==> src/tgr_pkg.sv <==
package tgr_pkg;

    // Register indices; byte address is four times the index
    localparam logic [5:0] IDX_XCV_CTRL   = 6'h04;
    localparam logic [5:0] IDX_PAD_DRIVE  = 6'h05;
    localparam logic [5:0] IDX_AUX_LEVELS = 6'h07;
    localparam logic [5:0] IDX_CNT_A_STAT = 6'h08;
    localparam logic [5:0] IDX_CNT_B_STAT = 6'h09;
    localparam logic [5:0] IDX_CNT_C_STAT = 6'h0a;
    localparam logic [5:0] IDX_CNT_A_LOAD = 6'h0b;
    localparam logic [5:0] IDX_CNT_B_LOAD = 6'h0c;
    localparam logic [5:0] IDX_IRQ_STAT   = 6'h10;
    localparam logic [5:0] IDX_IRQ_MASK   = 6'h11;

    // Field positions
    localparam int unsigned XCV_MASK_LSB = 4;
    localparam int unsigned XCV_MASK_W   = 6;
    localparam int unsigned XCV_SKIP_BIT = 3;
    localparam int unsigned XCV_STEP_BIT = 2;
    localparam int unsigned XCV_RRX_BIT  = 1;
    localparam int unsigned XCV_INIT_BIT = 0;
    localparam int unsigned IRQ_STATE_BIT = 5;
    localparam int unsigned IRQ_CNT_LSB   = 11;
    localparam int unsigned IRQ_W         = 14;
    localparam int unsigned CNT_RUN_BIT   = 20;
    localparam int unsigned CNT_W         = 20;
    localparam int unsigned AUX_N         = 7;

    // Reset values
    localparam logic [31:0] RST_WORD = 32'h0000_0000;

    // Transceive control fields
    typedef struct packed {
        logic [5:0] state_mask;
        logic       skip_send;
        logic       per_byte_framing;
        logic       repeated_receive;
        logic       initiator;
    } tgr_xcv_t;

    // Counter status as seen by software
    typedef struct packed {
        logic        counter_active;
        logic [19:0] counter_live_value;
    } tgr_cnt_t;

    // Transceive states, in mask bit order
    typedef enum logic [2:0] {
        TGR_IDLE,
        TGR_PREPARE,
        TGR_TRANSMITTING,
        TGR_AWAIT_REPLY,
        TGR_AWAIT_FRAME,
        TGR_RECEIVING
    } tgr_state_t;

    // Word address match for one register index
    function automatic logic tgr_hit(input logic [7:0] a,
                                     input logic [5:0] idx);
        return a == {idx, 2'b00};
    endfunction : tgr_hit

endpackage : tgr_pkg

==> src/tgr_timer.sv <==
`timescale 1ns/1ps
module tgr_timer #(
    parameter int unsigned W = 20
) (
    // Clock and reset
    input  wire logic         pclk,
    input  wire logic         presetn,
    // Control
    input  wire logic         start,
    input  wire logic         stop,
    input  wire logic [W-1:0] preload,
    // Status
    output logic              running,
    output logic [W-1:0]      value,
    output logic              expired
);

    logic         run_q;
    logic [W-1:0] val_q;
    logic         exp_q;

    // Down counter; start reloads and wins over stop
    always_ff @(posedge pclk or negedge presetn) begin
        if (!presetn) begin
            run_q <= 1'b0;
            val_q <= '0;
            exp_q <= 1'b0;
        end else begin
            exp_q <= 1'b0;
            if (start) begin
                run_q <= 1'b1;
                val_q <= preload;
            end else if (stop) begin
                run_q <= 1'b0;
            end else if (run_q) begin
                if (val_q == '0) begin
                    run_q <= 1'b0;
                    exp_q <= 1'b1;
                end else begin
                    val_q <= val_q - 1'b1;
                end
            end
        end
    end

    assign running = run_q;
    assign value   = val_q;
    assign expired = exp_q;

endmodule : tgr_timer

==> src/tgr_regs.sv <==
// Decided for this implementation: register access over APB.
`timescale 1ns/1ps
// Functional notes
// (RULE1) Six state mask bits at 9:4
// (RULE2) Mask resets zero; zero mask never fires
// (RULE3) Mask bits map idle, prepare, transmit, reply, frame, receive
// (RULE4) Suppress bit blocks transmission start
// (RULE5) Suppress bit cleared entering await-reply
// (RULE6) Per-byte bit frames each byte separately
// (RULE7) Encoder pauses after byte until trigger
// (RULE8) Repeated receive rearms and stores status byte
// (RULE9) Frames stored word aligned, zero padded
// (RULE10) Bit 0 selects initiator operation
// (RULE11) Seven driver enables, reset zero
// (RULE12) Seven output levels, reset zero
// (RULE13) Counter status bit 20 shows running
// (RULE14) Counter status 19:0 shows live value
// (RULE15) Two 20-bit preload registers, reset zero
// (RULE16) State event in status bit 5, masked
// (RULE17) Writing one to bit 5 clears it
// (RULE18) Mask bit 1 selects the prepare state
module tgr_regs (
    // Clock and reset
    input  wire logic                      pclk,
    input  wire logic                      presetn,
    // APB slave
    input  wire logic                      psel,
    input  wire logic                      penable,
    input  wire logic                      pwrite,
    input  wire logic [7:0]                paddr,
    input  wire logic [31:0]               pwdata,
    output logic [31:0]                    prdata,
    output logic                           pready,
    output logic                           pslverr,
    // Transceive state machine
    input  wire tgr_pkg::tgr_state_t       xcv_state,
    input  wire logic                      send_request,
    input  wire logic                      guard_expired,
    input  wire logic                      tx_trigger,
    input  wire logic                      tx_byte_done,
    output logic                           tx_go,
    output logic                           encoder_hold,
    output logic                           per_byte_framing,
    output logic                           initiator,
    // Receive path
    input  wire logic                      rx_byte_valid,
    input  wire logic [7:0]                rx_byte,
    input  wire logic                      rx_end,
    input  wire logic [7:0]                rx_status,
    output logic                           rx_rearm,
    output logic                           mem_wr_valid,
    output logic [31:0]                    mem_wr_data,
    // Counters
    input  wire logic [2:0]                cnt_start,
    input  wire logic [2:0]                cnt_stop,
    input  wire logic [19:0]               cnt_c_preload,
    // General-purpose outputs
    output logic [6:0]                     aux_output_drive_en,
    output logic [6:0]                     aux_output_level,
    // Interrupt
    output logic                           irq
);
    import tgr_pkg::*;

    tgr_xcv_t              xcv_q;
    logic [31:0]           pad_q;
    logic [AUX_N-1:0]      lvl_q;
    logic [CNT_W-1:0]      load_a_q;
    logic [CNT_W-1:0]      load_b_q;
    logic [IRQ_W-1:0]      sts_q;
    logic [IRQ_W-1:0]      msk_q;
    logic [31:0]           prdata_q;
    tgr_state_t            prev_q;
    logic                  paused_q;
    logic [1:0]            lane_q;
    logic [31:0]           word_q;
    logic                  wr_valid_q;
    logic [31:0]           wr_data_q;
    logic                  stat_pend_q;
    logic [7:0]            stat_q;
    logic                  rearm_q;

    logic                  wr_en;
    logic                  rd_setup;
    logic                  mapped;
    logic                  entered;
    logic                  state_evt;
    logic [2:0]            cnt_run;
    logic [2:0]            cnt_exp;
    logic [CNT_W-1:0]      cnt_val [3];
    logic [CNT_W-1:0]      cnt_load [3];
    tgr_cnt_t              cnt_sts [3];
    logic [IRQ_W-1:0]      evt_vec;

    // Zero wait states; write lands at the access edge
    assign wr_en    = psel & penable & pwrite;
    assign rd_setup = psel & ~penable & ~pwrite;
    assign pready   = 1'b1;
    assign mapped   = tgr_hit(paddr, IDX_XCV_CTRL)
                    | tgr_hit(paddr, IDX_PAD_DRIVE)
                    | tgr_hit(paddr, IDX_AUX_LEVELS)
                    | tgr_hit(paddr, IDX_CNT_A_STAT)
                    | tgr_hit(paddr, IDX_CNT_B_STAT)
                    | tgr_hit(paddr, IDX_CNT_C_STAT)
                    | tgr_hit(paddr, IDX_CNT_A_LOAD)
                    | tgr_hit(paddr, IDX_CNT_B_LOAD)
                    | tgr_hit(paddr, IDX_IRQ_STAT)
                    | tgr_hit(paddr, IDX_IRQ_MASK);
    assign pslverr  = psel & penable & ~mapped;

    // State entry detect; mask index equals state code
    assign entered   = xcv_state != prev_q;
    // (RULE1) independent state selects
    // (RULE3) bit order follows state order
    // (RULE18) bit 1 is the prepare state
    assign state_evt = entered & xcv_q.state_mask[xcv_state];

    always_ff @(posedge pclk or negedge presetn) begin
        if (!presetn) begin
            prev_q <= TGR_IDLE;
        end else begin
            prev_q <= xcv_state;
        end
    end

    // Transceive control register
    always_ff @(posedge pclk or negedge presetn) begin
        if (!presetn) begin
            // (RULE2) mask resets to zero
            xcv_q <= tgr_xcv_t'(RST_WORD[9:0]);
        end else begin
            if (wr_en && tgr_hit(paddr, IDX_XCV_CTRL)) begin
                xcv_q <= tgr_xcv_t'(pwdata[9:0]);
            end
            // (RULE5) hardware clear wins
            if (entered && xcv_state == TGR_AWAIT_REPLY) begin
                xcv_q.skip_send <= 1'b0;
            end
        end
    end

    // (RULE6) framing mode to the coder
    assign per_byte_framing = xcv_q.per_byte_framing;
    // (RULE10) initiator select
    assign initiator        = xcv_q.initiator;
    // (RULE4) suppress blocks the start
    assign tx_go = send_request & guard_expired & ~xcv_q.skip_send;

    // Pause after each byte; a byte done in the
    // trigger cycle still pauses so no byte runs on
    always_ff @(posedge pclk or negedge presetn) begin
        if (!presetn) begin
            paused_q <= 1'b0;
        end else begin
            // (RULE7) hold until fresh trigger
            if (tx_byte_done && xcv_q.per_byte_framing) begin
                paused_q <= 1'b1;
            end else if (tx_trigger) begin
                paused_q <= 1'b0;
            end
        end
    end
    assign encoder_hold = paused_q;

    // Pad and level registers
    always_ff @(posedge pclk or negedge presetn) begin
        if (!presetn) begin
            pad_q <= RST_WORD;
            lvl_q <= RST_WORD[AUX_N-1:0];
        end else begin
            if (wr_en && tgr_hit(paddr, IDX_PAD_DRIVE)) begin
                pad_q <= {24'h00_0000, pwdata[7:0]};
            end
            if (wr_en && tgr_hit(paddr, IDX_AUX_LEVELS)) begin
                lvl_q <= pwdata[AUX_N-1:0];
            end
        end
    end
    // (RULE11) driver enables
    assign aux_output_drive_en = pad_q[AUX_N-1:0];
    // (RULE12) driven levels
    assign aux_output_level    = lvl_q;

    // Preload registers; upper bits not stored
    always_ff @(posedge pclk or negedge presetn) begin
        if (!presetn) begin
            load_a_q <= RST_WORD[CNT_W-1:0];
            load_b_q <= RST_WORD[CNT_W-1:0];
        end else begin
            // (RULE15) full 20-bit range
            if (wr_en && tgr_hit(paddr, IDX_CNT_A_LOAD)) begin
                load_a_q <= pwdata[CNT_W-1:0];
            end
            if (wr_en && tgr_hit(paddr, IDX_CNT_B_LOAD)) begin
                load_b_q <= pwdata[CNT_W-1:0];
            end
        end
    end

    assign cnt_load[0] = load_a_q;
    assign cnt_load[1] = load_b_q;
    assign cnt_load[2] = cnt_c_preload;

    // Three counters
    for (genvar i = 0; i < 3; i++) begin : g_cnt
        tgr_timer #(.W(CNT_W)) u_cnt (
            .pclk    (pclk),
            .presetn (presetn),
            .start   (cnt_start[i]),
            .stop    (cnt_stop[i]),
            .preload (cnt_load[i]),
            .running (cnt_run[i]),
            .value   (cnt_val[i]),
            .expired (cnt_exp[i])
        );
        // (RULE13) running flag
        // (RULE14) live value
        assign cnt_sts[i] = '{counter_active:     cnt_run[i],
                              counter_live_value: cnt_val[i]};
    end

    // Sticky events; set wins over a same-cycle clear
    always_comb begin
        evt_vec = '0;
        evt_vec[IRQ_STATE_BIT] = state_evt;
        evt_vec[IRQ_CNT_LSB +: 3] = cnt_exp;
    end

    always_ff @(posedge pclk or negedge presetn) begin
        if (!presetn) begin
            sts_q <= RST_WORD[IRQ_W-1:0];
            msk_q <= RST_WORD[IRQ_W-1:0];
        end else begin
            // (RULE16) record event
            // (RULE17) write one clears
            if (wr_en && tgr_hit(paddr, IDX_IRQ_STAT)) begin
                sts_q <= (sts_q & ~pwdata[IRQ_W-1:0]) | evt_vec;
            end else begin
                sts_q <= sts_q | evt_vec;
            end
            if (wr_en && tgr_hit(paddr, IDX_IRQ_MASK)) begin
                msk_q <= pwdata[IRQ_W-1:0];
            end
        end
    end
    // (RULE16) only enabled bits reach the pin
    assign irq = |(sts_q & msk_q);

    // Receive packer: low lane first, partial word
    // padded with zero bytes at frame end
    always_ff @(posedge pclk or negedge presetn) begin
        if (!presetn) begin
            lane_q      <= 2'b00;
            word_q      <= RST_WORD;
            wr_valid_q  <= 1'b0;
            wr_data_q   <= RST_WORD;
            stat_pend_q <= 1'b0;
            stat_q      <= 8'h00;
        end else begin
            wr_valid_q <= 1'b0;
            if (rx_byte_valid) begin
                word_q[lane_q*8 +: 8] <= rx_byte;
                lane_q <= lane_q + 2'b01;
                if (lane_q == 2'b11) begin
                    wr_valid_q <= 1'b1;
                    wr_data_q  <= {rx_byte, word_q[23:0]};
                    word_q     <= RST_WORD;
                end
            end else if (rx_end && lane_q != 2'b00) begin
                // (RULE9) flush zero padded word
                wr_valid_q <= 1'b1;
                wr_data_q  <= word_q;
                word_q     <= RST_WORD;
                lane_q     <= 2'b00;
            end else if (stat_pend_q) begin
                // (RULE8) status byte in own word
                wr_valid_q  <= 1'b1;
                wr_data_q   <= {24'h00_0000, stat_q};
                stat_pend_q <= 1'b0;
            end
            if (rx_end && xcv_q.repeated_receive) begin
                stat_pend_q <= 1'b1;
                stat_q      <= rx_status;
            end
        end
    end
    assign mem_wr_valid = wr_valid_q;
    assign mem_wr_data  = wr_data_q;

    // (RULE8) rearm pulse after each reception
    always_ff @(posedge pclk or negedge presetn) begin
        if (!presetn) begin
            rearm_q <= 1'b0;
        end else begin
            rearm_q <= rx_end & xcv_q.repeated_receive;
        end
    end
    assign rx_rearm = rearm_q;

    // Read data captured in setup so it comes from a flop
    always_ff @(posedge pclk or negedge presetn) begin
        if (!presetn) begin
            prdata_q <= RST_WORD;
        end else if (rd_setup) begin
            prdata_q <= RST_WORD;
            if (tgr_hit(paddr, IDX_XCV_CTRL))
                prdata_q[9:0] <= xcv_q;
            if (tgr_hit(paddr, IDX_PAD_DRIVE))
                prdata_q <= pad_q;
            if (tgr_hit(paddr, IDX_AUX_LEVELS))
                prdata_q[AUX_N-1:0] <= lvl_q;
            if (tgr_hit(paddr, IDX_CNT_A_STAT))
                prdata_q[CNT_RUN_BIT:0] <= cnt_sts[0];
            if (tgr_hit(paddr, IDX_CNT_B_STAT))
                prdata_q[CNT_RUN_BIT:0] <= cnt_sts[1];
            if (tgr_hit(paddr, IDX_CNT_C_STAT))
                prdata_q[CNT_RUN_BIT:0] <= cnt_sts[2];
            if (tgr_hit(paddr, IDX_CNT_A_LOAD))
                prdata_q[CNT_W-1:0] <= load_a_q;
            if (tgr_hit(paddr, IDX_CNT_B_LOAD))
                prdata_q[CNT_W-1:0] <= load_b_q;
            if (tgr_hit(paddr, IDX_IRQ_STAT))
                prdata_q[IRQ_W-1:0] <= sts_q;
            if (tgr_hit(paddr, IDX_IRQ_MASK))
                prdata_q[IRQ_W-1:0] <= msk_q;
        end
    end
    assign prdata = prdata_q;
endmodule : tgr_regs

==> config.mk <==
export PLATFORM = sky130hd
export DESIGN_NAME = tgr_regs
export DESIGN_NICKNAME = d
export VERILOG_FILES = /design/src/tgr_pkg.sv /design/src/tgr_timer.sv /design/src/tgr_regs.sv
export SDC_FILE = /design/constraint.sdc
export NUM_CORES = 1
export LEC_CHECK = 0
export ABC_AREA = 1
export BUFFER_PORTS_ARGS = -buffer_cell sky130_fd_sc_hd__buf_4
export CORE_MARGIN = 3
export CORE_UTILIZATION = 36
export DETAILED_ROUTE_END_ITERATION = 8
export HOLD_SLACK_MARGIN = 0.08
export PLACE_DENSITY = 0.64
export SKIP_CTS_REPAIR_TIMING = 1
export SLEW_MARGIN = 10
export SYNTH_ARGS = -nofsm -noshare
export SYNTH_HDL_FRONTEND = slang
export SYNTH_SLANG_ARGS = --single-unit
==> constraint.sdc <==
create_clock -name pclk -period 3.4 [get_ports pclk]
set_clock_uncertainty 0.05 [all_clocks]
set_input_delay 0.34 -clock pclk [delete_from_list [all_inputs] [get_ports pclk]]
set_output_delay 0.34 -clock pclk [all_outputs]
set_load 0.05 [all_outputs]
==> key figures <==
Die
  – Die Area: 39,400 um^2
  – Initial Utilization: 37.1%
  – DIE HEIGHT: 198 um
  – I/O pins: 183
  – CORE AREA: 36,000 um^2
  – Row cnt: 69
  – Die outline width: 198 um

Synthesis
  – Synth Register Bits: 261
  – Number of synthesized flops with an enable pin: 0
  – Synth Area in XOR/XNOR: 1.18%
  – Count leader, synth: nand2_1
  – Ys async rst share: 100%
  – Synthesized area per cell: 7.84 um^2
  – Synth cell types: 44
  – Number of cells produced by synthesis: 1,702
  – Post-Synth Simple-Gate Area: 25.5%
  – Synth top area share: 49.0%
  – Top cells by area, synth: dfrtp_1, nand2_1, inv_1
  – Post-synthesis mux area share: 0%
  – Synthesized cell area: 13,300 um^2
  – Main combinational cell family by area after synthesis: simple AND/OR/NAND/NOR gates
  – Top cells by count, synth: nand2_1, dfrtp_1, inv_1
  – Synthesized-area fraction occupied by adder cells: 0.657%
  – Synth Area in Compound Gates: 14.5%
  – Main synth FF type: dfrtp_1
  – Register area share after synthesis: 49.0%
  – Ys Warns: 0
  – Synth area leader: dfrtp_1

Pwr
  – Static leakage: 7.89 nW
  – Peak supply drop: 0.565 mV
  – Power Density: 556 nW/um^2

Finish
  – Storage element area: 6530 um^2
  – Fill count: 3,549
  – # nets final: 2,007
  – Synthesis-to-finish area growth: 23.8%
  – Area of the multi-input gates: 5650 um^2
  – Layout cells sized above 1: 15.1%
  – ANT cells: 0

Timing
  – Min Tclk post-route: 2600 ps
  – Fin. Hold Viols: 0
  – Fmax: 385 MHz
  – Crit share post-route: 76.4%
  – Setup_tns: 0 ps
  – Final worst slack: 802 ps
  – Fin. max-slew vios: 0
  – Slew headroom: 47.5%
  – RSZ-0062 raised after global routing: false
  – Final setup fails: 0
  – Slew @ Worst Pin: 784 ps

Clocking
  – CTS buffer count: 30
  – Clk sinks: 261
  – Clock root buffer: clkbuf_16
  – Worst-skew pair later-pin latency: 580 ps
  – CTS H-tree lvls: 1
  – CTS Buffer Depth: 3
  – CTS tree: done
  – Clock slew at reported path FFs: 60 ps

Worst setup path
  – Critical path class: reg2reg
  – CP Capture Type: flip-flop
  – Crit path arrival time: 3040 ps
  – CP Max Fanout: 6
  – Worst Path Required: 3840 ps
  – Startpoint Class: flip-flop

Route
  – Via-per-instance ratio: 5.15
  – Routed WL: 40.9 mm
  – Final ANT Viol Nets: 0
  – Post-route DRC: 0
  – Via count: 12,300
  – First-pass detailed-route iteration total: 5
  – Routed wire length per instance: 17.1 um
  – Iteration-0 DRC Markers: 939

Global routing
  – Global-route wire length before repair: 63.3 mm
  – Largest net degree at the start of global routing: 93
  – Initial antenna violation count: 0
  – Total grt overflow: 0
  – Number of global-route vias before repair: 11,600
  – Gr usage total: 20.1%

Outcome
  – Status: completed

Place
  – Placer congestion estimate: 0.905
  – Port Buf Inserts: 158
  – Post-place setup slack: 854 ps
  – DPL Wire Length: 29.4 mm

Job
  – Max Cap Viol: 0

Min path
  – Min-Delay Path Class: in2reg
-- cell families after synthesis --
kind of cell,count (synthesis)
simple gates,796
other cells,2
fa+ha+maj,7
buf+inv,286
flops,261
xor+xnor,18
compound gates,332
-- registers in the layout, summed over array words and instances (netlist names), 14 cells and up --
name	flops
g_cnt.u_cnt.value	60
word_q	32
prdata	21
load_b_q	20
sts_q	14
mem_wr_data	32
load_a_q	20
msk_q	14
-- worst max-delay path, cell delays in order (launching register included) --
cell           delay, ps
dfrtp_1              370
inv_1                180
ha_1                 250
nand2_1              110
nor2_2               180
nand2_1              160
nor2_2               280
nand4_1              140
nor4_1               210
dlygate4sd3_1        590
-- worst paths after layout --
kind	start	to	slack [ps]	cells after the start
max	g_cnt[2].u_cnt.value[0]$_DFFE_PN0P_	g_cnt[2].u_cnt.expired$_DFF_PN0_	800	9
min	pwdata[12]	msk_q[12]$_DFFE_PN0P_	50	3
max reg2reg	g_cnt[2].u_cnt.value[0]$_DFFE_PN0P_	g_cnt[2].u_cnt.expired$_DFF_PN0_	800	9
min reg2reg	g_cnt[2].u_cnt.expired$_DFF_PN0_	sts_q[13]$_DFF_PN0_	410	2
max in group asynchronous	presetn	mem_wr_data[2]$_DFFE_PN0P_	2000	3
min in group asynchronous	presetn	mem_wr_data[19]$_DFFE_PN0P_	340	2
-- metal layers --
metal  wire (um)  track usage [%]  up-vias
li1            -                -     5933
met1       18800             29.5     5905
met2       18400             30.5      388
met3        2530             3.56       69
met4        1130             5.96        0
met5           0                0        -
-- power by group --
part | switching (mW) | internal (mW) | total (mW)
combinational | 1.56 | 0.695 | 2.25
clock | 1.33 | 1.94 | 3.28
sequential | 0.253 | 3.40 | 3.65
total | 3.14 | 6.03 | 9.18
-- stage by stage --
| stage | cell area [um^2] | instances | hold slack (ps) | total power [mW] | utilization [%] |
|---|---|---|---|---|---|
| 2_1_floorplan | 13400 | 1712 | -5.59 | 5.18 | - |
| 3_3_place_gp | 14900 | 2270 | 371 | 5.84 | 41.3 |
| 3_5_place_dp | 14900 | 2270 | 379 | 5.87 | 41.3 |
| 4_1_cts | 15900 | 2323 | -237 | 9.18 | 44.1 |
| 5_1_grt | 16500 | 2386 | 82.4 | 9.63 | 45.9 |
| 6_report | 16500 | 2386 | 50.3 | 9.18 | 45.9 |
-- cell type report --
class                           count  share of cell area (%)
Sequential cell                   261                    39.6
Multi-Input combinational cell   1165                    34.2
Clock inverter                      8                   0.652
Timing Repair Buffer              237                    11.9
Clock buffer                       45                    5.37
Tap cell                          461                    3.49
Inverter                          209                    4.75
-- placed cells by master (no fill, tap or decap), types with 36 or more instances in the layout --
master	netlist	routed
nand2_1	451	451
dfrtp_1	261	261
inv_1	186	186
buf_4	19	171
nor2_1	152	152
o21ai_0	114	114
nand3_1	103	103
dlygate4sd3_1	0	63
a21oi_1	53	52
o22ai_1	44	44
o21ai_1	40	40
nand4_1	36	36
Power figures use the tool's default switching activity.
